### src/shared/epbg_defs.svh
// constants of the off-chip access unit: offsets, fields, reset values
`ifndef EPBG_DEFS_SVH
`define EPBG_DEFS_SVH

// ==========================================================
// register offsets (byte addresses, one word each)
`define EPBG_OFF_CFG        8'h00
`define EPBG_OFF_START      8'h18
`define EPBG_OFF_CTRL       8'h28
`define EPBG_OFF_STATUS     8'h2C
`define EPBG_REG_STEP       4

// ==========================================================
// per-space config fields
`define EPBG_F_RWAIT        3:0
`define EPBG_F_WWAIT        7:4
`define EPBG_F_ACKMODE      8
`define EPBG_F_DIV          10:9
`define EPBG_F_WHOLD        11
`define EPBG_F_POL          12
`define EPBG_F_WIDE         13
`define EPBG_CFG_RST        16'h2077
`define EPBG_CTRL_EXCL      0

// ==========================================================
// targets and page limits
`define EPBG_NUM_SPACES     6
`define EPBG_NUM_BANKS      4
`define EPBG_T_IO           3'h4
`define EPBG_T_BOOT         3'h5
`define EPBG_T_NONE         3'h7
`define EPBG_IO_FIRST       8'h20
`define EPBG_BOOT_PAGES     8'hFE
`define EPBG_MEM_LAST       8'hFE
`define EPBG_START_RST      32'hC0804001

`endif

### src/shared/epbg_pkg.sv
// types shared by the off-chip access unit
package epbg_pkg;
   typedef enum logic [1:0] {
      EPBG_IDLE   = 2'h0,
      EPBG_STROBE = 2'h1,
      EPBG_HOLD   = 2'h3,
      EPBG_NEXT   = 2'h2
   } epbg_state_e;
   typedef enum logic [1:0] {
      EPBG_SP_MEM  = 2'h0,
      EPBG_SP_IO   = 2'h1,
      EPBG_SP_BOOT = 2'h2
   } epbg_space_e;
   typedef logic [15:0] epbg_cfg_t;
endpackage

### src/shared/epbg_arb_if.sv
// link between the access engine and the bus arbiter
`timescale 1ns/1ps
interface epbg_arb_if;
   logic int_pending;
   logic hold_bus;
   logic idle;
   logic granted;
   logic grant_pin_n;
   modport arb (input int_pending, input hold_bus, input idle, output granted, output grant_pin_n);
   modport ctl (output int_pending, output hold_bus, output idle, input granted, input grant_pin_n);
endinterface

### src/rtl/epbg_arb.sv
// bus request / grant arbiter, alive while the system reset is held
`timescale 1ns/1ps
`include "epbg_defs.svh"
module epbg_arb (
   input  wire logic clk_sys,
   input  wire logic por_n,
   input  wire logic ext_bus_request_n,
   output logic      ext_bus_grant_n,
   output logic      port_drive_en,
   epbg_arb_if.arb   a
);
   import epbg_pkg::*;
   logic req_s1;
   logic req_s2;
   logic pin_pre;

   // ==========================================================
   // request synchroniser
   always_ff @(posedge clk_sys or negedge por_n) begin
      if (!por_n) begin
         req_s1 <= 1'b0;
         req_s2 <= 1'b0;
      end else begin
         req_s1 <= ~ext_bus_request_n;
         req_s2 <= req_s1;
      end
   end

   // ==========================================================
   // arbitration: outside master is lowest priority
   always_ff @(posedge clk_sys or negedge por_n) begin
      if (!por_n) begin
         a.granted <= 1'b0;
      end else if (!a.granted) begin
         a.granted <= req_s2 && !a.int_pending && a.idle && !a.hold_bus;
      end else if (!req_s2) begin
         a.granted <= 1'b0;
      end
   end

   // drivers go off one cycle before the grant pin falls, back on after it rises
   always_ff @(posedge clk_sys or negedge por_n) begin
      if (!por_n) begin
         pin_pre         <= 1'b0;
         ext_bus_grant_n <= 1'b1;
         port_drive_en   <= 1'b1;
      end else begin
         pin_pre         <= a.granted;
         ext_bus_grant_n <= ~pin_pre;
         port_drive_en   <= ~a.granted & ext_bus_grant_n;
      end
   end
   assign a.grant_pin_n = ext_bus_grant_n;
endmodule // epbg_arb

### src/rtl/epbg_top.sv
// off-chip access unit: space decode, strobes, packing and bus grant
//
// Local design decisions: the register offsets and the plain strobed port.
`timescale 1ns/1ps
`include "epbg_defs.svh"
module epbg_top (
   input  wire logic               clk_sys,
   input  wire logic               rstn,
   input  wire logic               por_n,
   input  wire logic [7:0]         reg_addr,
   input  wire logic [15:0]        reg_wdata,
   input  wire logic               reg_wr,
   input  wire logic               reg_rd,
   output logic [15:0]             reg_rdata,
   input  wire logic               req_valid,
   input  wire logic               req_write,
   input  wire epbg_pkg::epbg_space_e req_space,
   input  wire logic [7:0]         req_page,
   input  wire logic [15:0]        req_offset,
   input  wire logic               req_wide,
   input  wire logic [23:0]        req_wdata,
   input  wire logic               req_chain,
   input  wire logic               req_chain_rd,
   output logic                    req_ack,
   output logic                    resp_valid,
   output logic                    resp_err,
   output logic [23:0]             resp_rdata,
   output logic [19:0]             ext_addr,
   output logic [15:0]             ext_data_out,
   input  wire logic [15:0]        ext_data_in,
   output logic                    ext_data_oe,
   output logic                    ext_rd_n,
   output logic                    ext_wr_n,
   output logic                    port_drive_en,
   output logic [3:0]              bank_strobe_n,
   output logic                    io_space_strobe_n,
   output logic                    boot_space_strobe_n,
   input  wire logic               ext_ready,
   input  wire logic               ext_bus_request_n,
   output logic                    ext_bus_grant_n,
   output logic                    grant_hang_n
);
   import epbg_pkg::*;

   // ==========================================================
   // declarations
   epbg_arb_if a ();
   epbg_cfg_t   cfg [`EPBG_NUM_SPACES];
   epbg_cfg_t   cur;
   logic [31:0] start_pg;
   logic        excl;
   epbg_state_e state;
   logic [2:0]  tgt;
   logic [2:0]  req_tgt;
   logic [1:0]  beat;
   logic [1:0]  last_beat;
   logic [3:0]  cnt;
   logic [2:0]  div_cnt;
   logic [2:0]  div_lim;
   logic        tick;
   logic        is_wr;
   logic [23:0] wbuf;
   logic [23:0] rbuf;
   logic [19:0] base;
   logic [19:0] phys;
   logic [5:0]  pol_vec;
   logic [5:0]  strobe_on;
   logic [5:0]  strobe_pin;
   logic        go;
   logic        chain_q;
   logic        hold_bus;
   logic        rdy_s1;
   logic        rdy_s2;
   logic [15:0] din_s1;
   logic [15:0] din_s2;
   logic [15:0] rd_mux;
   logic        wide_q;
   logic        bus_away;

   // ==========================================================
   // functions
   function automatic logic [2:0] decode_space(input epbg_space_e sp, input logic [7:0] pg,
                                               input logic [31:0] st);
      logic [2:0] t;
      t = `EPBG_T_NONE;
      case (sp)
         EPBG_SP_IO: begin
            if (pg >= `EPBG_IO_FIRST) t = `EPBG_T_IO;
         end
         EPBG_SP_BOOT: begin
            if (pg < `EPBG_BOOT_PAGES) t = `EPBG_T_BOOT;
         end
         EPBG_SP_MEM: begin
            // highest bank whose start page is reached owns the page
            if (pg != 8'h00 && pg <= `EPBG_MEM_LAST) begin
               for (int i = 0; i < `EPBG_NUM_BANKS; i++) begin
                  if (pg >= st[8*i +: 8]) t = 3'(i);
               end
            end
         end
         default: t = `EPBG_T_NONE;
      endcase
      return t;
   endfunction

   // one bus lane for beat k; byte-wide beats use the low lane
   function automatic logic [15:0] lane(input logic [23:0] d, input logic [1:0] k, input logic wide);
      logic [23:0] sh;
      sh = wide ? (d >> {k, 4'h0}) : (d >> {k, 3'h0});
      return wide ? sh[15:0] : {8'h00, sh[7:0]};
   endfunction

   function automatic logic [1:0] last_beat_q();
      return cur[`EPBG_F_WIDE] ? {1'b0, wide_q} : (wide_q ? 2'h2 : 2'h1);
   endfunction

   // ==========================================================
   // arbiter
   epbg_arb u_arb (
      .clk_sys           (clk_sys),
      .por_n             (por_n),
      .ext_bus_request_n (ext_bus_request_n),
      .ext_bus_grant_n   (ext_bus_grant_n),
      .port_drive_en     (port_drive_en),
      .a                 (a)
   );
   // core requests outrank the outside master; reset leaves the engine idle and hold_bus low
   assign a.int_pending = req_valid || (state != EPBG_IDLE);
   assign a.idle        = (state == EPBG_IDLE);
   assign a.hold_bus    = hold_bus;

   // ==========================================================
   // pin synchronisers
   always_ff @(posedge clk_sys or negedge rstn) begin
      if (!rstn) begin
         rdy_s1 <= 1'b0;
         rdy_s2 <= 1'b0;
         din_s1 <= 16'h0000;
         din_s2 <= 16'h0000;
      end else begin
         rdy_s1 <= ext_ready;
         rdy_s2 <= rdy_s1;
         din_s1 <= ext_data_in;
         din_s2 <= din_s1;
      end
   end

   // ==========================================================
   // configuration registers
   genvar gi;
   generate
      for (gi = 0; gi < `EPBG_NUM_SPACES; gi++) begin : g_cfg
         always_ff @(posedge clk_sys or negedge rstn) begin
            if (!rstn) begin
               cfg[gi] <= `EPBG_CFG_RST;
            end else if (reg_wr && reg_addr == 8'(`EPBG_OFF_CFG + `EPBG_REG_STEP * gi)) begin
               cfg[gi] <= reg_wdata;
            end
         end
         assign pol_vec[gi] = cfg[gi][`EPBG_F_POL];
      end
      for (gi = 0; gi < `EPBG_NUM_BANKS; gi++) begin : g_start
         always_ff @(posedge clk_sys or negedge rstn) begin
            if (!rstn) begin
               start_pg[8*gi +: 8] <= 8'(`EPBG_START_RST >> (8 * gi));
            end else if (reg_wr && reg_addr == 8'(`EPBG_OFF_START + `EPBG_REG_STEP * gi)) begin
               start_pg[8*gi +: 8] <= reg_wdata[7:0];
            end
         end
      end
   endgenerate

   always_ff @(posedge clk_sys or negedge rstn) begin
      if (!rstn) begin
         excl <= 1'b0;
      end else if (reg_wr && reg_addr == `EPBG_OFF_CTRL) begin
         excl <= reg_wdata[`EPBG_CTRL_EXCL];
      end
   end

   always_comb begin
      rd_mux = 16'h0000;
      for (int i = 0; i < `EPBG_NUM_SPACES; i++) begin
         if (reg_addr == 8'(`EPBG_OFF_CFG + `EPBG_REG_STEP * i)) rd_mux = cfg[i];
      end
      for (int i = 0; i < `EPBG_NUM_BANKS; i++) begin
         if (reg_addr == 8'(`EPBG_OFF_START + `EPBG_REG_STEP * i)) rd_mux = {8'h00, start_pg[8*i +: 8]};
      end
      if (reg_addr == `EPBG_OFF_CTRL) rd_mux = {15'h0000, excl};
      if (reg_addr == `EPBG_OFF_STATUS) rd_mux = {11'h000, hold_bus, ~grant_hang_n, a.granted, state};
   end

   always_ff @(posedge clk_sys or negedge rstn) begin
      if (!rstn) begin
         reg_rdata <= 16'h0000;
      end else begin
         reg_rdata <= reg_rd ? rd_mux : 16'h0000;
      end
   end

   // ==========================================================
   // request decode and strobe timing
   assign req_tgt = decode_space(req_space, req_page, start_pg);
   // a new access waits until the port is ours again, drivers included, so it never fights the master
   assign bus_away = a.granted || !port_drive_en;
   assign go      = req_valid && !req_ack && (state == EPBG_IDLE) && !bus_away;
   assign base    = (req_tgt == `EPBG_T_IO) ? {2'h0, req_page, req_offset[9:0]} : {req_page[3:0], req_offset};
   // physical address scales with beats per word
   assign phys    = (last_beat == 2'h2) ? base + (base << 1) : (last_beat == 2'h1) ? base << 1 : base;
   assign last_beat = cfg[req_tgt][`EPBG_F_WIDE] ? {1'b0, req_wide} : (req_wide ? 2'h2 : 2'h1);
   assign div_lim = 3'((4'h1 << cur[`EPBG_F_DIV]) - 4'h1);
   assign tick    = (div_cnt == div_lim);

   always_ff @(posedge clk_sys or negedge rstn) begin
      if (!rstn) begin
         div_cnt <= 3'h0;
      end else if (state == EPBG_IDLE || tick) begin
         div_cnt <= 3'h0;
      end else begin
         div_cnt <= div_cnt + 3'h1;
      end
   end

   // ==========================================================
   // access engine
   always_ff @(posedge clk_sys or negedge rstn) begin
      if (!rstn) begin
         state        <= EPBG_IDLE;
         cur          <= `EPBG_CFG_RST;
         tgt          <= `EPBG_T_NONE;
         beat         <= 2'h0;
         cnt          <= 4'h0;
         is_wr        <= 1'b0;
         wbuf         <= 24'h000000;
         rbuf         <= 24'h000000;
         ext_addr     <= 20'h00000;
         ext_data_out <= 16'h0000;
         ext_data_oe  <= 1'b0;
         ext_rd_n     <= 1'b1;
         ext_wr_n     <= 1'b1;
         chain_q      <= 1'b0;
         resp_rdata   <= 24'h000000;
      end else begin
         case (state)
            EPBG_IDLE: begin
               if (go && req_tgt != `EPBG_T_NONE) begin
                  state        <= EPBG_STROBE;
                  cur          <= cfg[req_tgt];
                  tgt          <= req_tgt;
                  beat         <= 2'h0;
                  is_wr        <= req_write;
                  wbuf         <= req_wdata;
                  rbuf         <= 24'h000000;
                  chain_q      <= req_chain && (req_chain_rd || excl);
                  cnt          <= req_write ? cfg[req_tgt][`EPBG_F_WWAIT] : cfg[req_tgt][`EPBG_F_RWAIT];
                  ext_addr     <= phys;
                  ext_data_out <= lane(req_wdata, 2'h0, cfg[req_tgt][`EPBG_F_WIDE]);
                  ext_data_oe  <= req_write;
                  ext_rd_n     <= req_write;
                  ext_wr_n     <= ~req_write;
               end
            end
            EPBG_STROBE: begin
               if (tick) begin
                  if (cnt != 4'h0) begin
                     cnt <= cnt - 4'h1;
                  end else if (!cur[`EPBG_F_ACKMODE] || rdy_s2) begin
                     ext_rd_n <= 1'b1;
                     ext_wr_n <= 1'b1;
                     cnt      <= {3'h0, is_wr & cur[`EPBG_F_WHOLD]};
                     state    <= EPBG_HOLD;
                     if (!is_wr) begin
                        if (cur[`EPBG_F_WIDE] && beat != 2'h0) rbuf[23:16] <= din_s2[7:0];
                        else if (cur[`EPBG_F_WIDE]) rbuf[15:0] <= din_s2;
                        else rbuf[{beat, 3'h0} +: 8] <= din_s2[7:0];
                     end
                  end
               end
            end
            EPBG_HOLD: begin
               if (tick) begin
                  if (cnt != 4'h0) begin
                     cnt <= cnt - 4'h1;
                  end else begin
                     ext_data_oe <= 1'b0;
                     state       <= EPBG_NEXT;
                  end
               end
            end
            EPBG_NEXT: begin
               if (beat == last_beat_q()) begin
                  resp_rdata <= rbuf;
                  state      <= EPBG_IDLE;
               end else begin
                  beat         <= beat + 2'h1;
                  ext_addr     <= ext_addr + 20'h00001;
                  ext_data_out <= lane(wbuf, beat + 2'h1, cur[`EPBG_F_WIDE]);
                  ext_data_oe  <= is_wr;
                  ext_rd_n     <= is_wr;
                  ext_wr_n     <= ~is_wr;
                  cnt          <= is_wr ? cur[`EPBG_F_WWAIT] : cur[`EPBG_F_RWAIT];
                  state        <= EPBG_STROBE;
               end
            end
            default: state <= EPBG_IDLE;
         endcase
      end
   end

   always_ff @(posedge clk_sys or negedge rstn) begin
      if (!rstn) begin
         wide_q <= 1'b0;
      end else if (go) begin
         wide_q <= req_wide;
      end
   end

   // ==========================================================
   // handshake pulses, lock between chained accesses, hang flag
   always_ff @(posedge clk_sys or negedge rstn) begin
      if (!rstn) begin
         req_ack    <= 1'b0;
         resp_valid <= 1'b0;
         resp_err   <= 1'b0;
      end else begin
         req_ack    <= go;
         resp_err   <= go && (req_tgt == `EPBG_T_NONE);
         resp_valid <= (go && req_tgt == `EPBG_T_NONE) || (state == EPBG_NEXT && beat == last_beat_q());
      end
   end

   always_ff @(posedge clk_sys or negedge rstn) begin
      if (!rstn) begin
         hold_bus <= 1'b0;
      end else if (go) begin
         hold_bus <= 1'b0;
      end else if (state == EPBG_NEXT && beat == last_beat_q()) begin
         hold_bus <= chain_q;
      end else if (!req_valid && !req_ack) begin
         hold_bus <= 1'b0;
      end
   end

   always_ff @(posedge clk_sys or negedge rstn) begin
      if (!rstn) begin
         grant_hang_n <= 1'b1;
      end else begin
         grant_hang_n <= ~(req_valid && !req_ack && bus_away && req_tgt != `EPBG_T_NONE);
      end
   end

   // ==========================================================
   // space strobes, each with its own polarity
   always_ff @(posedge clk_sys or negedge rstn) begin
      if (!rstn) begin
         strobe_on <= 6'h00;
      end else if (go && req_tgt != `EPBG_T_NONE) begin
         strobe_on <= 6'h01 << req_tgt;
      end else if (state == EPBG_NEXT && beat == last_beat_q()) begin
         strobe_on <= 6'h00;
      end
   end

   always_ff @(posedge clk_sys or negedge rstn) begin
      if (!rstn) begin
         strobe_pin <= 6'h3F;
      end else if (go && req_tgt != `EPBG_T_NONE) begin
         strobe_pin <= ~((6'h01 << req_tgt) ^ pol_vec);
      end else if (state == EPBG_IDLE || (state == EPBG_NEXT && beat == last_beat_q())) begin
         strobe_pin <= ~pol_vec;
      end
   end
   assign bank_strobe_n       = strobe_pin[3:0];
   assign io_space_strobe_n   = strobe_pin[`EPBG_T_IO];
   assign boot_space_strobe_n = strobe_pin[`EPBG_T_BOOT];
endmodule // epbg_top

### config.mk
export PLATFORM = sky130hd
export DESIGN_NAME = epbg_top
export DESIGN_NICKNAME = d
export VERILOG_FILES = /design/src/shared/epbg_pkg.sv /design/src/shared/epbg_arb_if.sv /design/src/rtl/epbg_arb.sv /design/src/rtl/epbg_top.sv
export VERILOG_INCLUDE_DIRS = /design/src /design/src/shared
export SDC_FILE = /design/constraint.sdc
export NUM_CORES = 1
export LEC_CHECK = 0
export ABC_AREA = 1
export BUFFER_PORTS_ARGS = -buffer_cell sky130_fd_sc_hd__buf_4
export CAP_MARGIN = 30
export CORE_MARGIN = 3
export CORE_UTILIZATION = 35
export CTS_BUF_LIST = sky130_fd_sc_hd__clkbuf_16
export DETAILED_ROUTE_END_ITERATION = 10
export GPL_TIMING_DRIVEN = 0
export PLACE_DENSITY = 0.55
export RECOVER_POWER = 100
export SETUP_SLACK_MARGIN = 0.15
export SLEW_MARGIN = 25
export SYNTH_ARGS = -nofsm -noshare
export SYNTH_HDL_FRONTEND = slang
export SYNTH_SLANG_ARGS = --single-unit
### constraint.sdc
create_clock -name clk_sys -period 5.1 [get_ports clk_sys]
set_input_delay 0.765 -clock clk_sys [delete_from_list [all_inputs] [get_ports clk_sys]]
set_output_delay 0.765 -clock clk_sys [all_outputs]
set_load 0.01 [all_outputs]
Word level (Yosys, flattened, before mapping)
Cells that the tools add are included.
W data, S select, Z words.
{"block": "word_totals", "reg_bits": 335, "inputBits": 102, "word_cells": 268, "output_inout_bits": 91}
{"block": "classes", "reduce_logical": 62, "n_eq_ne": 35, "bitwise": 13, "shift": 6, "muxes": 92, "n_addsub": 7, "n_lt_le_gt_ge": 8}
{"operator": "$mux W16", "count": 20}
{"operator": "$mux W24", "count": 5}
{"operator": "$mux W20", "count": 5}
{"operator": "$bmux W16 S3", "count": 1}
{"operator": "$pmux W24 S2", "count": 1}
{"operator": "$pmux W20 S2", "count": 1}
{"operator": "$mux W4", "count": 9}
{"operator": "$eq A8 B5 Y1 const B", "count": 4}
{"operator": "$eq A8 B6 Y1 const B", "count": 4}
{"operator": "$ge A8 B8 Y1", "count": 4}
{"operator": "$pmux W16 S2", "count": 1}
{"operator": "$mux W14", "count": 2}
{"operator": "$mux W2", "count": 14}
{"operator": "$logic_and A1 B1 Y1", "count": 26}
{"operator": "$bwmux W24", "count": 1}
{"operator": "$shift A8 B7 Y24 const A", "count": 1}
{"operator": "$shiftx A8 B7 Y24", "count": 1}
{"operator": "$shr A24 B5 Y16", "count": 1}
{"operator": "$shr A24 B6 Y16", "count": 1}
{"operator": "$add A20 B1 Y20 const B", "count": 1}
{"operator": "$add A20 B20 Y20", "count": 1}
{"operator": "$ne A2 B2 Y1 const B", "count": 10}
{"operator": "$mux W3", "count": 6}
{"operator": "$reduce_and A6 Y1", "count": 3}
{"operator": "other kinds (44)", "count": 100}

Depth between registers and ports, before layout
Gate-level depths: netlist of the first run.
{"block": "depth", "depth_word": 17, "depth_mapped": 34, "mapped_depth_nobuf": 33}

Cells and area by module
Synthesis of the first run repeated with hierarchy kept, for this count alone.
{"block": "hier_totals", "cells_unflattened": 2120, "area_unflattened_um2": 17534.3}
{"module": "epbg_top", "area_per_inst_um2": 17325.4, "seq_area_each_um2": 8286.7, "instances": 1, "cells_each": 2103}
{"module": "epbg_arb", "area_per_inst_um2": 209.0, "seq_area_each_um2": 152.6, "instances": 1, "cells_each": 17}

Least setup slack after synthesis of the first run
Ideal clock, no wire load.
{"block": "synth_timing", "path_type": "in2reg", "start": "in req_page[0]", "end": "reg ext_addr[19]", "required_ns": 5.027, "path_stages": 29, "arrival_ns": 3.884, "setup_time_ns": 0.073, "n_path_buf": 1, "slack_ns": 1.143, "path_cell_list": "inv_1 ha_1 nand2_1 nor2_1 nor2_1 nand2_1 nand2_1 nand2_1 nor2_1 nand3_1 nand2_2 nand4_2 clkbuf_1 o21ai_0 ha_1 o22a_1 nand2_1 nand2_1 nand2_1 nand2_1 nand2_1 nand2_2 nand2_1 nand2_1 nand2_1 nand3_1 nand2_1 nand2_1 a21oi_2"}
{"block": "synth_via", "elab_chain_len": 17, "word_cells_on_any_way": 35, "cone_classes": "add/sub (1); order compare (7); eq/ne (5); mux (17); bitwise (1); reduce/logical (4)"}
{"item": "start: declaration", "line": "epbg_top.sv:18", "source": "input wire logic [7:0] req_page,"}
{"item": "branches (longest 17 deep; another with $add A20 B20 Y20)"}
{"item": "end signal: assignment", "line": "epbg_top.sv:256", "source": "ext_addr <= phys;"}
{"item": "end signal: assignment", "line": "epbg_top.sv:296", "source": "ext_addr <= ext_addr + 20'h00001;"}
{"item": "end: declaration", "line": "epbg_top.sv:28", "source": "output logic [19:0] ext_addr,"}
Several ways; the timed one is not identified. The select of a mux whose other input is x is not followed.
A chain may end at the register's enable or synchronous reset.

Worst setup path after layout of the first run
{"block": "layout_timing", "start": "in req_page[0]", "end": "reg ext_addr[5]"}
{"block": "layout_via", "elab_chain_len": 17, "word_cells_on_any_way": 32, "cone_classes": "order compare (7); eq/ne (4); mux (16); bitwise (1); reduce/logical (4)"}
{"item": "$ge A8 B8 Y1", "line": "epbg_top.sv:97", "source": "if (pg >= st[8*i +: 8]) t = 3'(i);"}
{"item": "$mux W3 (4 in series)", "line": "epbg_top.sv:97"}
{"item": "$mux W3", "line": "epbg_top.sv:95", "source": "if (pg != 8'h00 && pg <= `EPBG_MEM_LAST) begin"}
{"item": "$pmux W3 S3 (*)", "line": "epbg_top.sv:86", "source": "case (sp)"}
{"item": "$not A3 Y4 (implied by the code)", "line": "epbg_top.sv:210", "source": "assign last_beat = cfg[req_tgt][`EPBG_F_WIDE] ? {1'b0, req_wide} : (req_wide ? 2'h2 : 2'h1);"}
{"item": "$bmux W16 S3", "line": "epbg_top.sv:210"}
{"item": "$mux W14 (implied by the code) (2 in series)", "line": "epbg_top.sv:210"}
{"item": "$mux W2", "line": "epbg_top.sv:210"}
{"item": "$eq A2 B1 Y1", "line": "epbg_top.sv:209", "source": "assign phys = (last_beat == 2'h2) ? base + (base << 1) : (last_beat == 2'h1) ? base << 1 : base;"}
{"item": "$mux W20 (2 in series)", "line": "epbg_top.sv:209"}
{"item": "$mux W20", "line": "epbg_top.sv:246", "source": "if (go && req_tgt != `EPBG_T_NONE) begin"}
{"item": "$pmux W20 S2", "line": "epbg_top.sv:244", "source": "case (state)"}
Mark *: on every way between the ends. The rest lies on a longest branch, timed or not. The select of a mux whose other input is x is not followed.

==> results of run 1 <==
==> sequential cells by signal, indices dropped and copies added (netlist names), 2 cells and up <==
name and cells:
div_cnt 3, state 2, din_s2 16, beat 2
ext_addr 20, din_s1 16, cur 13, strobe_pin 6
start_pg 32, cnt 4, reg_rdata 16, cfg 96
ext_data_out 16, resp_rdata 24, wbuf 24, rbuf 24
==> where the power goes <==
group | leakage, nW | total [mW] | switching, mW | internal, mW
Sequential | 4.19 | 3.71 | 0.425 | 3.28
Clock | 0.620 | 2.57 | 1.12 | 1.45
Combinational | 4.33 | 3.03 | 2.01 | 1.02
==> synthesized netlist by cell type, drive strengths merged, types with 9 or more instances <==
cell | number | area, sq um
nand3 | 85 | 435.4
nor2 | 117 | 469.2
inv | 272 | 1028
o22ai | 34 | 212.7
dfstp | 65 | 1708
buf | 13 | 76.32
a221oi | 13 | 113.9
nand4 | 15 | 115.1
xor2 | 12 | 105.1
nand3b | 9 | 67.56
ha | 62 | 775.7
xnor2 | 11 | 96.34
nand2 | 485 | 1866
a21oi | 113 | 584.3
a22oi | 23 | 172.7
o21ai | 315 | 1588
dfrtp | 269 | 6731
a31oi | 16 | 115.1
clkbuf | 65 | 244.0
nor3 | 36 | 211.5
==> per-layer routing <==
layer  share of wire  up-vias  global-route usage
met2            0.47      424              0.3424
met4           0.038        0             0.08149
met3           0.049       94             0.02969
met5               0        -                   0
li1                -     7491                   -
met1            0.44     7314              0.2714
==> cell type report <==
class | count | area, sq um
fillers | 4972 | 27880
flip-flops and latches | 334 | 8439
well taps | 656 | 820.8
inverters | 275 | 1040
multi-input cells | 1413 | 7446
repair buffers | 197 | 1141
clock buffers | 39 | 975.9
plain buffers | 78 | 315.3
clock inverters | 31 | 192.7
==> worst max-delay path: stages <==
cell      delay [ns]
clkbuf_1        0.10
inv_1           0.27
ha_1            0.29
nand2_1         0.06
nor2_1          0.04
nor2_1          0.09
nand2_1         0.10
a21oi_1         0.21
nand2_1         0.07
nand2_1         0.06
nand3_1         0.14
a21oi_4         0.38
nand2_2         0.22
o21ai_0         0.19
a21oi_1         0.09
a31oi_4         0.46
ha_1            0.24
inv_1           0.05
nor2_1          0.31
clkbuf_1        0.42
nand2_1         0.10
a31oi_1         0.21
o21ai_0         0.12
o21ai_0         0.10
==> per-stage QoR <==
step             util  setup TNS [ns]  std cells  worst slack (ns)  hold WS, ns
3_5_place_dp   0.4075          -7.007       2952           -0.4717       0.3347
3_3_place_gp   0.4050          -6.331       2948           -0.4454       0.3330
2_1_floorplan       -               0       2100             1.143       0.3312
5_1_grt        0.4222               0       3023            0.1116       0.3098
4_1_cts        0.4320               0       3023            0.1762      0.04608
6_report       0.4222               0       3023            0.4419       0.3357
==> final timing paths <==
path / slack (ns) / depth (start not counted) / endpoint
worst max-delay path: 0.44 / 24 / ext_addr[5]
worst min-delay path: 0.34 / 1 / rdy_s1
worst max register to register: 0.48 / 21 / ext_addr[5]
worst min register to register: 0.35 / 1 / u_arb.a.grant_pin_n
max in group asynchronous: 1.17 / 3 / cfg[67]
min in group asynchronous: 0.54 / 1 / ext_addr[0]
==> cells by family after synthesis <==
logic type | share of synthesized area
flip-flops | 0.4884
buffers and inverters | 0.07878
AO/OA/AOI/OAI | 0.1869
AND/OR/NAND/NOR | 0.1882
adder cells (fa/ha/maj) | 0.04605
XOR/XNOR | 0.01166
==> what timing repair did <==
action                                 CTS  global route
resized for setup                        1             7
endpoints found under the hold margin    4             0
hold buffers                             1             0
setup endpoints to repair               11            17
buffers inserted                         0             0
==> impl_metrics.json, run 1 <==
{
  "syn_area_sq_um": 17280,
  "violations": "max-capacitance violations, max-slew violations",
  "routabilityCongestion": 0.8704,
  "yosys_warnings": 0,
  "core_sq_um": 48250,
  "final_cell_mix": "477 x nand2_1, 304 x o21ai_0, 281 x inv_1",
  "dp_hpwl_um": 41990,
  "end_kind": "register",
  "crit_path_start_kind": "input pin",
  "numCtsBuffers": 38,
  "antenna_cells": 0,
  "p_per_area_nw_per_um2": 457.1,
  "setup_viol": 0,
  "final_common_cell": "nand2_1",
  "slew_headroom": -0.5087,
  "finalInstanceArea_sq_um": 20370,
  "drive_gt1_frac": 0.1120,
  "cts_root_buf": "clkbuf_16",
  "clk_pin_slew_ns": 0.06,
  "crit_path_start": "req_page[0]",
  "syn_nets": 2265,
  "slew_violations": 255,
  "min_period_ns": 4.658,
  "path_max_fanout": 10,
  "wl_um": 54560,
  "max_freq_mhz": 214.7,
  "portBuffers": 192,
  "grt_overflow": 0,
  "critPathKind": "in2reg",
  "htreeDepth": 2,
  "hold_path_class": "in2reg",
  "ant_nets": 0,
  "vias": 15320,
  "fp.dieH_um": 228.2,
  "fp.dieW_um": 228.2,
  "ys_seq_area_frac": 0.4884,
  "route.detailed.drc": 0,
  "dr.pass1.iters": 5,
  "synthFlopType": "dfrtp_1",
  "core.rowCount": 80,
  "worst_slew_pin_slew_ns": 2.263,
  "synth_cells": 2100,
  "peakVddDrop_v": 0.0002119,
  "clock_latency_ns": 0.55,
  "timing.rr.start": "start_pg[31]",
  "synth_edf_count": 0,
  "skew_ns": 0.01996,
  "synthDistinctLibCells": 60,
  "grtUsageTotal": 0.2059,
  "status": "finished with violations",
  "worstHoldStart": "ext_ready",
  "grt_pass1_vias": 15360,
  "cap_viol_max_count": 3,
  "avgSynthCellArea_sq_um": 8.228,
  "synth_seq_cells": 334,
  "place_area_sq_um": 19660,
  "io_pins": 193,
  "first_iter_violations": 1157,
  "p_total_mw": 9.311,
  "die-area_sq_um": 52070,
  "final_nets": 2502,
  "rsz0062_at_grt": "false",
  "via_per_inst": 5.069,
  "hold_viol_final": 0,
  "cts_sinks": 334,
  "grt_max_degree": 97,
  "leakage_nw": 9.139,
  "grt_pass1_wl_um": 85930,
  "cp.arrival_ns": 5.12,
  "clk_path_buf_depth": 3,
  "start_util": 0.3581,
  "wl_per_cell_um": 18.05,
  "antenna_found_initial": 0,
  "fin_crit_sh": 0.9134,
  "worstPathRequired_ns": 5.56,
  "async_flop_share": 1.000,
  "syn2layout_area_growth_pct": 17.89,
  "cts_tree": "built"
}
Note: power is estimated with default switching activity, not from simulation.
==> inputs of run 2 (changes only) <==
Settings changed: CORE_MARGIN 3 to 2.
==> impl_metrics.json, run 2 (synthesized netlist as in run 1, its figures left out) <==
{
  "status": "finished with violations",
  "violations": "max-capacitance violations, max-slew violations",
  "final_cell_mix": "480 x nand2_1, 303 x o21ai_0, 271 x inv_1",
  "core_sq_um": 48850,
  "crit_path_start": "start_pg[31]",
  "path_max_fanout": 10,
  "antenna_cells": 0,
  "timing.rr.start": "start_pg[31]",
  "combPwrFrac": 0.312,
  "via_per_inst": 5.094,
  "skew_ns": 0.02727,
  "max_freq_mhz": 210.1,
  "grt_overflow": 0,
  "switchingPower_mw": 3.629,
  "rsz0062_at_grt": "false",
  "r2r-end": "cnt[0]",
  "fp.dieH_um": 226.2,
  "clkPwrFrac": 0.305,
  "peakVddDrop_v": 0.0002363,
  "wl_per_cell_um": 17.95,
  "routabilityCongestion": 0.9113,
  "cts_root_buf": "clkbuf_16",
  "die-area_sq_um": 51160,
  "drive_gt1_frac": 0.1143,
  "place_area_sq_um": 19640,
  "min_period_ns": 4.760,
  "slew_headroom": -1.813,
  "finalInstanceArea_sq_um": 20590,
  "slew_violations": 69,
  "hold_viol_final": 0,
  "post-cts-setup-buffer-count": 0,
  "syn2layout_area_growth_pct": 19.16,
  "start_util": 0.3537,
  "grt_max_degree": 95,
  "hold_path_class": "in2reg",
  "dp_hpwl_um": 41660,
  "route.detailed.drc": 0,
  "portBuffers": 192,
  "ff2ff_setup_slack_ns": 0.34,
  "cts_sinks": 334,
  "worst_slew_pin_slew_ns": 4.220,
  "fin_cells": 3034,
  "grt_pass1_vias": 15050,
  "totalNegativeSetupSlack_ns": 0,
  "fin_crit_sh": 0.9334,
  "critPathKind": "reg2reg",
  "reg2reg_depth": 21,
  "core.rowCount": 81,
  "grt_pass1_wl_um": 84680,
  "cp.arrival_ns": 5.21,
  "first_iter_violations": 1131,
  "fp.dieW_um": 226.2,
  "grtUsageTotal": 0.2135,
  "clock_latency_ns": 0.57,
  "reg_top3": "cfg (96), start_pg (32)",
  "ff_latch_area_sq_um": 8439,
  "placed_cells_incl_taps": 2959,
  "clk_pin_slew_ns": 0.06,
  "antenna_found_initial": 0,
  "ant_nets": 0,
  "switching_share": 0.3759,
  "clk_path_buf_depth": 3,
  "crit_path_end": "cnt[0]",
  "regMostFlops": "cfg",
  "crit_path_start_kind": "register",
  "intPower_mw": 6.025,
  "io_pins": 193,
  "vias": 15450,
  "cts_tree": "built",
  "wl_um": 54460,
  "n_fill_cell": 5091,
  "cap_viol_max_count": 1,
  "worstPathRequired_ns": 5.55,
  "numCtsBuffers": 40,
  "seq_power_share": 0.384,
  "p_total_mw": 9.654,
  "htreeDepth": 2,
  "final_common_cell": "nand2_1",
  "leakage_nw": 9.203,
  "dr.pass1.iters": 8,
  "p_per_area_nw_per_um2": 468.9,
  "multiInputGateArea_sq_um": 7410,
  "largest_register_ffs": 96,
  "final_nets": 2503,
  "end_kind": "register",
  "setup_viol": 0
}
-- run 2: changes by cell type in the layout (fill, tap and decap cells not counted), moves of 3 or more --
cell,previous run,this run
clkinv_1,8,12
nand2_1,477,480
buf_16,0,3
bufinv_16,1,5
inv_1,281,271
clkinvlp_4,1,4
-- run 2: layout make-up --
type,instances,share of cell area
Inverter,275,0.05056
Clock inverter,33,0.01598
Buffer,78,0.01507
Tap cell,664,0.04035
Clock buffer,41,0.04983
Sequential cell,334,0.4099
Multi-Input combinational cell,1413,0.3599
Timing Repair Buffer,196,0.05846
-- run 2: how the worst min path moves through the flow --
stage | start | end | slack [ns] | cells after the start
after CTS | rstn | cur[3] | 0.19 | 1
after global routing | ext_ready | rdy_s1 | 0.30 | 1
final | ext_data_in[1] | din_s1[1] | 0.32 | 1
after detailed placement | din_s1[13] | din_s2[13] | 0.33 | 0
after floorplan | din_s1[0] | din_s2[0] | 0.33 | 0
after global placement | din_s1[3] | din_s2[3] | 0.34 | 0
-- run 2: layer usage --
metal	vias to the layer above	routed length, um	part of all wire	track usage
met5	-	0	0	0
met4	0	2417	0.044	0.09465
met1	7336	23540	0.43	0.2838
li1	7494	-	-	-
met3	116	3204	0.059	0.02953
met2	508	25300	0.46	0.3468
-- run 2: worst max-delay path: stages, from the launching register on --
cell	delay (ns)
dfstp_2	0.55
inv_1	0.04
ha_1	0.28
a21o_1	0.18
nor2_1	0.09
nand3_1	0.16
nor2_1	0.13
nand3_1	0.14
nand2_1	0.15
nand2_2	0.18
nand2_1	0.37
inv_1	0.15
nand2_1	0.26
nand2_1	0.36
inv_4	0.26
nor2_1	0.09
nor2_1	0.38
inv_4	0.09
nor3_1	0.32
inv_1	0.19
a21oi_1	0.17
a22oi_1	0.08
-- run 2: per-stage QoR --
stage	util	worst slack (ns)	hold slack, ns
after global routing	0.4215	0.09481	0.2990
final	0.4215	0.3397	0.3211
after global placement	0.4002	-0.4541	0.3353
after detailed placement	0.4021	-0.5265	0.3347
after CTS	0.4301	0.1517	0.1878
after floorplan	-	1.143	0.3312
-- run 2: power by group through the flow --
stage               clock network [mW]  logic [mW]  registers (mW)
finish                            2.94        3.01            3.70
CTS                               3.01        3.29            3.72
global placement                     0        3.20            3.75
detailed placement                   0        3.27            3.76
global route                      3.13        3.41            3.77
floorplan                            0        1.98            3.73
-- run 2: what timing repair did --
item	in CTS	in global routing
gates cloned	0	0
hold endpoints to repair	4	0
gates resized for setup	1	7
setup endpoints to repair	9	17
hold buffers	1	0
==> inputs of run 3 (changes only) <==
Settings changed: CORE_ASPECT_RATIO set to 1.5.
==> impl_metrics.json, run 3 (synthesized netlist as in run 1, its figures left out) <==
{
  "hold_viol_final": 0,
  "hold_path_class": "reg2reg",
  "switchingPower_mw": 3.590,
  "r2r-end": "ext_addr[9]",
  "antenna_cells": 0,
  "p_per_area_nw_per_um2": 460.3,
  "syn2layout_area_growth_pct": 18.24,
  "worstHoldStart": "u_arb.req_s1",
  "reg2reg_depth": 23,
  "ff2ff_setup_slack_ns": 0.51,
  "via_per_inst": 5.072,
  "route.detailed.drc": 0,
  "start_util": 0.3549,
  "crit_path_max_incr_delay_ns": 0.40,
  "crit_slowest_cell": "or2_2",
  "cap_viol_max_count": 1,
  "grt_pass1_wl_um": 86550,
  "crit_chain": "clkbuf_1, inv_1, ha_1, nand2_1, nor2_1, nor2_1, nand2_1, a21oi_1, nand2_1, nand3_1, nand2_1, nand2_2, nand2_1, or2_2, a31oi_4, buf_12, ha_1, nor2_1, clkbuf_2, a22oi_1, o311ai_0, o211ai_1, o21ai_0",
  "largest_register_ffs": 96,
  "min_period_ns": 4.606,
  "clkPwrFrac": 0.281,
  "portBuffers": 192,
  "combPwrFrac": 0.324,
  "io_pins": 193,
  "max_freq_mhz": 217.1,
  "leakage_nw": 9.153,
  "slew_violations": 63,
  "worst_slew_pin_slew_ns": 3.370,
  "wl_per_cell_um": 18.43,
  "clk_path_buf_depth": 3,
  "hold_path_depth": 0,
  "min_to": "u_arb.req_s2",
  "htreeDepth": 2,
  "rsz0062_at_grt": "false",
  "worstPathRequired_ns": 5.49,
  "cts_sinks": 334,
  "final_nets": 2501,
  "peakVddDrop_v": 0.0002215,
  "wl_um": 55660,
  "grt_overflow": 0,
  "fin_crit_sh": 0.9030,
  "fp.dieW_um": 185.4,
  "n_fill_cell": 5030,
  "multiInputGateArea_sq_um": 7433,
  "seq_power_share": 0.394,
  "final_cell_mix": "479 x nand2_1, 304 x o21ai_0, 278 x inv_1",
  "end_kind": "register",
  "slew_headroom": -1.246,
  "final_common_cell": "nand2_1",
  "vias": 15320,
  "routabilityCongestion": 0.8805,
  "grt_pass1_vias": 15450,
  "post-place-ws_ns": -0.7937,
  "timing.rr.start": "start_pg[23]",
  "cts_root_buf": "clkbuf_16",
  "totalNegativeSetupSlack_ns": 0,
  "grt_max_degree": 93,
  "setup_viol": 0,
  "crit_path_start_kind": "input pin",
  "core.rowCount": 99,
  "path_max_fanout": 10,
  "violations": "max-capacitance violations, max-slew violations",
  "critPathKind": "in2reg",
  "drive_gt1_frac": 0.1100,
  "cts_tree": "built",
  "dp_hpwl_um": 43130,
  "cp.arrival_ns": 5.00,
  "skew_ns": 0.03557,
  "die-area_sq_um": 51200,
  "ff_latch_area_sq_um": 8439,
  "ant_nets": 0,
  "grtUsageTotal": 0.2174,
  "fp.dieH_um": 276.1,
  "p_total_mw": 9.405,
  "antenna_found_initial": 0,
  "clk_pin_slew_ns": 0.07,
  "core_sq_um": 48680,
  "numCtsBuffers": 36,
  "regMostFlops": "cfg",
  "clock_latency_ns": 0.54,
  "first_iter_violations": 991,
  "intPower_mw": 5.815,
  "finalWorstSetupSlack_ns": 0.4945,
  "switching_share": 0.3818,
  "crit_path_frequent_cell": "nand2_1",
  "status": "finished with violations",
  "reg_top3": "cfg (96), start_pg (32)",
  "dr.pass1.iters": 7
}
==> run 3: changes by cell type in the layout (fill, tap and decap cells not counted), sizes merged <==
cell,previous run,this run
clkinv,20,14
bufinv,5,3
inv,278,283
buf,94,97
clkbuf,220,216
clkinvlp,5,3
==> run 3: timing repair <==
item                                   in CTS  in global routing
buffers inserted                            0                  1
setup endpoints to repair                  13                  9
resized for setup                           3                  5
endpoints found under the hold margin       3                  0
pin swaps                                   0                  0
cloned                                      0                  0
hold buffers                                1                  0
==> run 3: power by group through the flow <==
stage | sequential (mW) | clock [mW] | combinational, mW
2_1_floorplan | 3.73 | 0 | 1.98
3_3_place_gp | 3.74 | 0 | 3.22
3_5_place_dp | 3.76 | 0 | 3.29
5_1_grt | 3.77 | 2.83 | 3.44
4_1_cts | 3.72 | 2.72 | 3.31
6_report | 3.71 | 2.65 | 3.05
==> run 3: cell type report <==
class	instances	share of cell area
Timing Repair Buffer	198	0.05879
Sequential cell	334	0.4131
Clock inverter	28	0.01133
Clock buffer	38	0.04654
Inverter	275	0.05095
Tap cell	656	0.04017
Multi-Input combinational cell	1413	0.3638
Buffer	78	0.01531
==> run 3: worst max-delay path by stage <==
| stage | from | to |
|---|---|---|
| after floorplan | req_page[0] | ext_addr[19] |
| after global placement | req_page[0] | ext_addr[9] |
| after detailed placement | req_page[0] | ext_addr[9] |
| after CTS | req_page[0] | ext_addr[9] |
| after global routing | req_page[0] | rbuf[22] |
| final | req_page[0] | ext_addr[9] |
==> run 3: stage by stage <==
| stage | utilization | hold slack (ns) | instance area (sq um) | cells |
|---|---|---|---|---|
| after global placement | 0.4014 | 0.3333 | 19540 | 2948 |
| after detailed placement | 0.4033 | 0.3347 | 19640 | 2951 |
| after global routing | 0.4197 | 0.3298 | 20430 | 3020 |
| after floorplan | - | 0.3312 | 17280 | 2100 |
| after CTS | 0.4282 | 0.1570 | 20850 | 3018 |
| final | 0.4197 | 0.3485 | 20430 | 3020 |
==> run 3: critical path: cells and delay by family <==
family,cells,cell delay [ns]
adders and majority gates,2,0.57
AOI/OAI and AO/OA,6,1.10
and+or+nand+nor,11,1.71
buffers and inverters,4,0.82
==> run 3: routing by layer <==
| metal | GRT usage | part of all wire | up-vias |
|---|---|---|---|
| met5 | 0 | 0 | - |
| met4 | 0.08893 | 0.040 | 0 |
| met3 | 0.02384 | 0.038 | 103 |
| met2 | 0.4137 | 0.54 | 401 |
| met1 | 0.2404 | 0.38 | 7341 |
| li1 | - | - | 7472 |
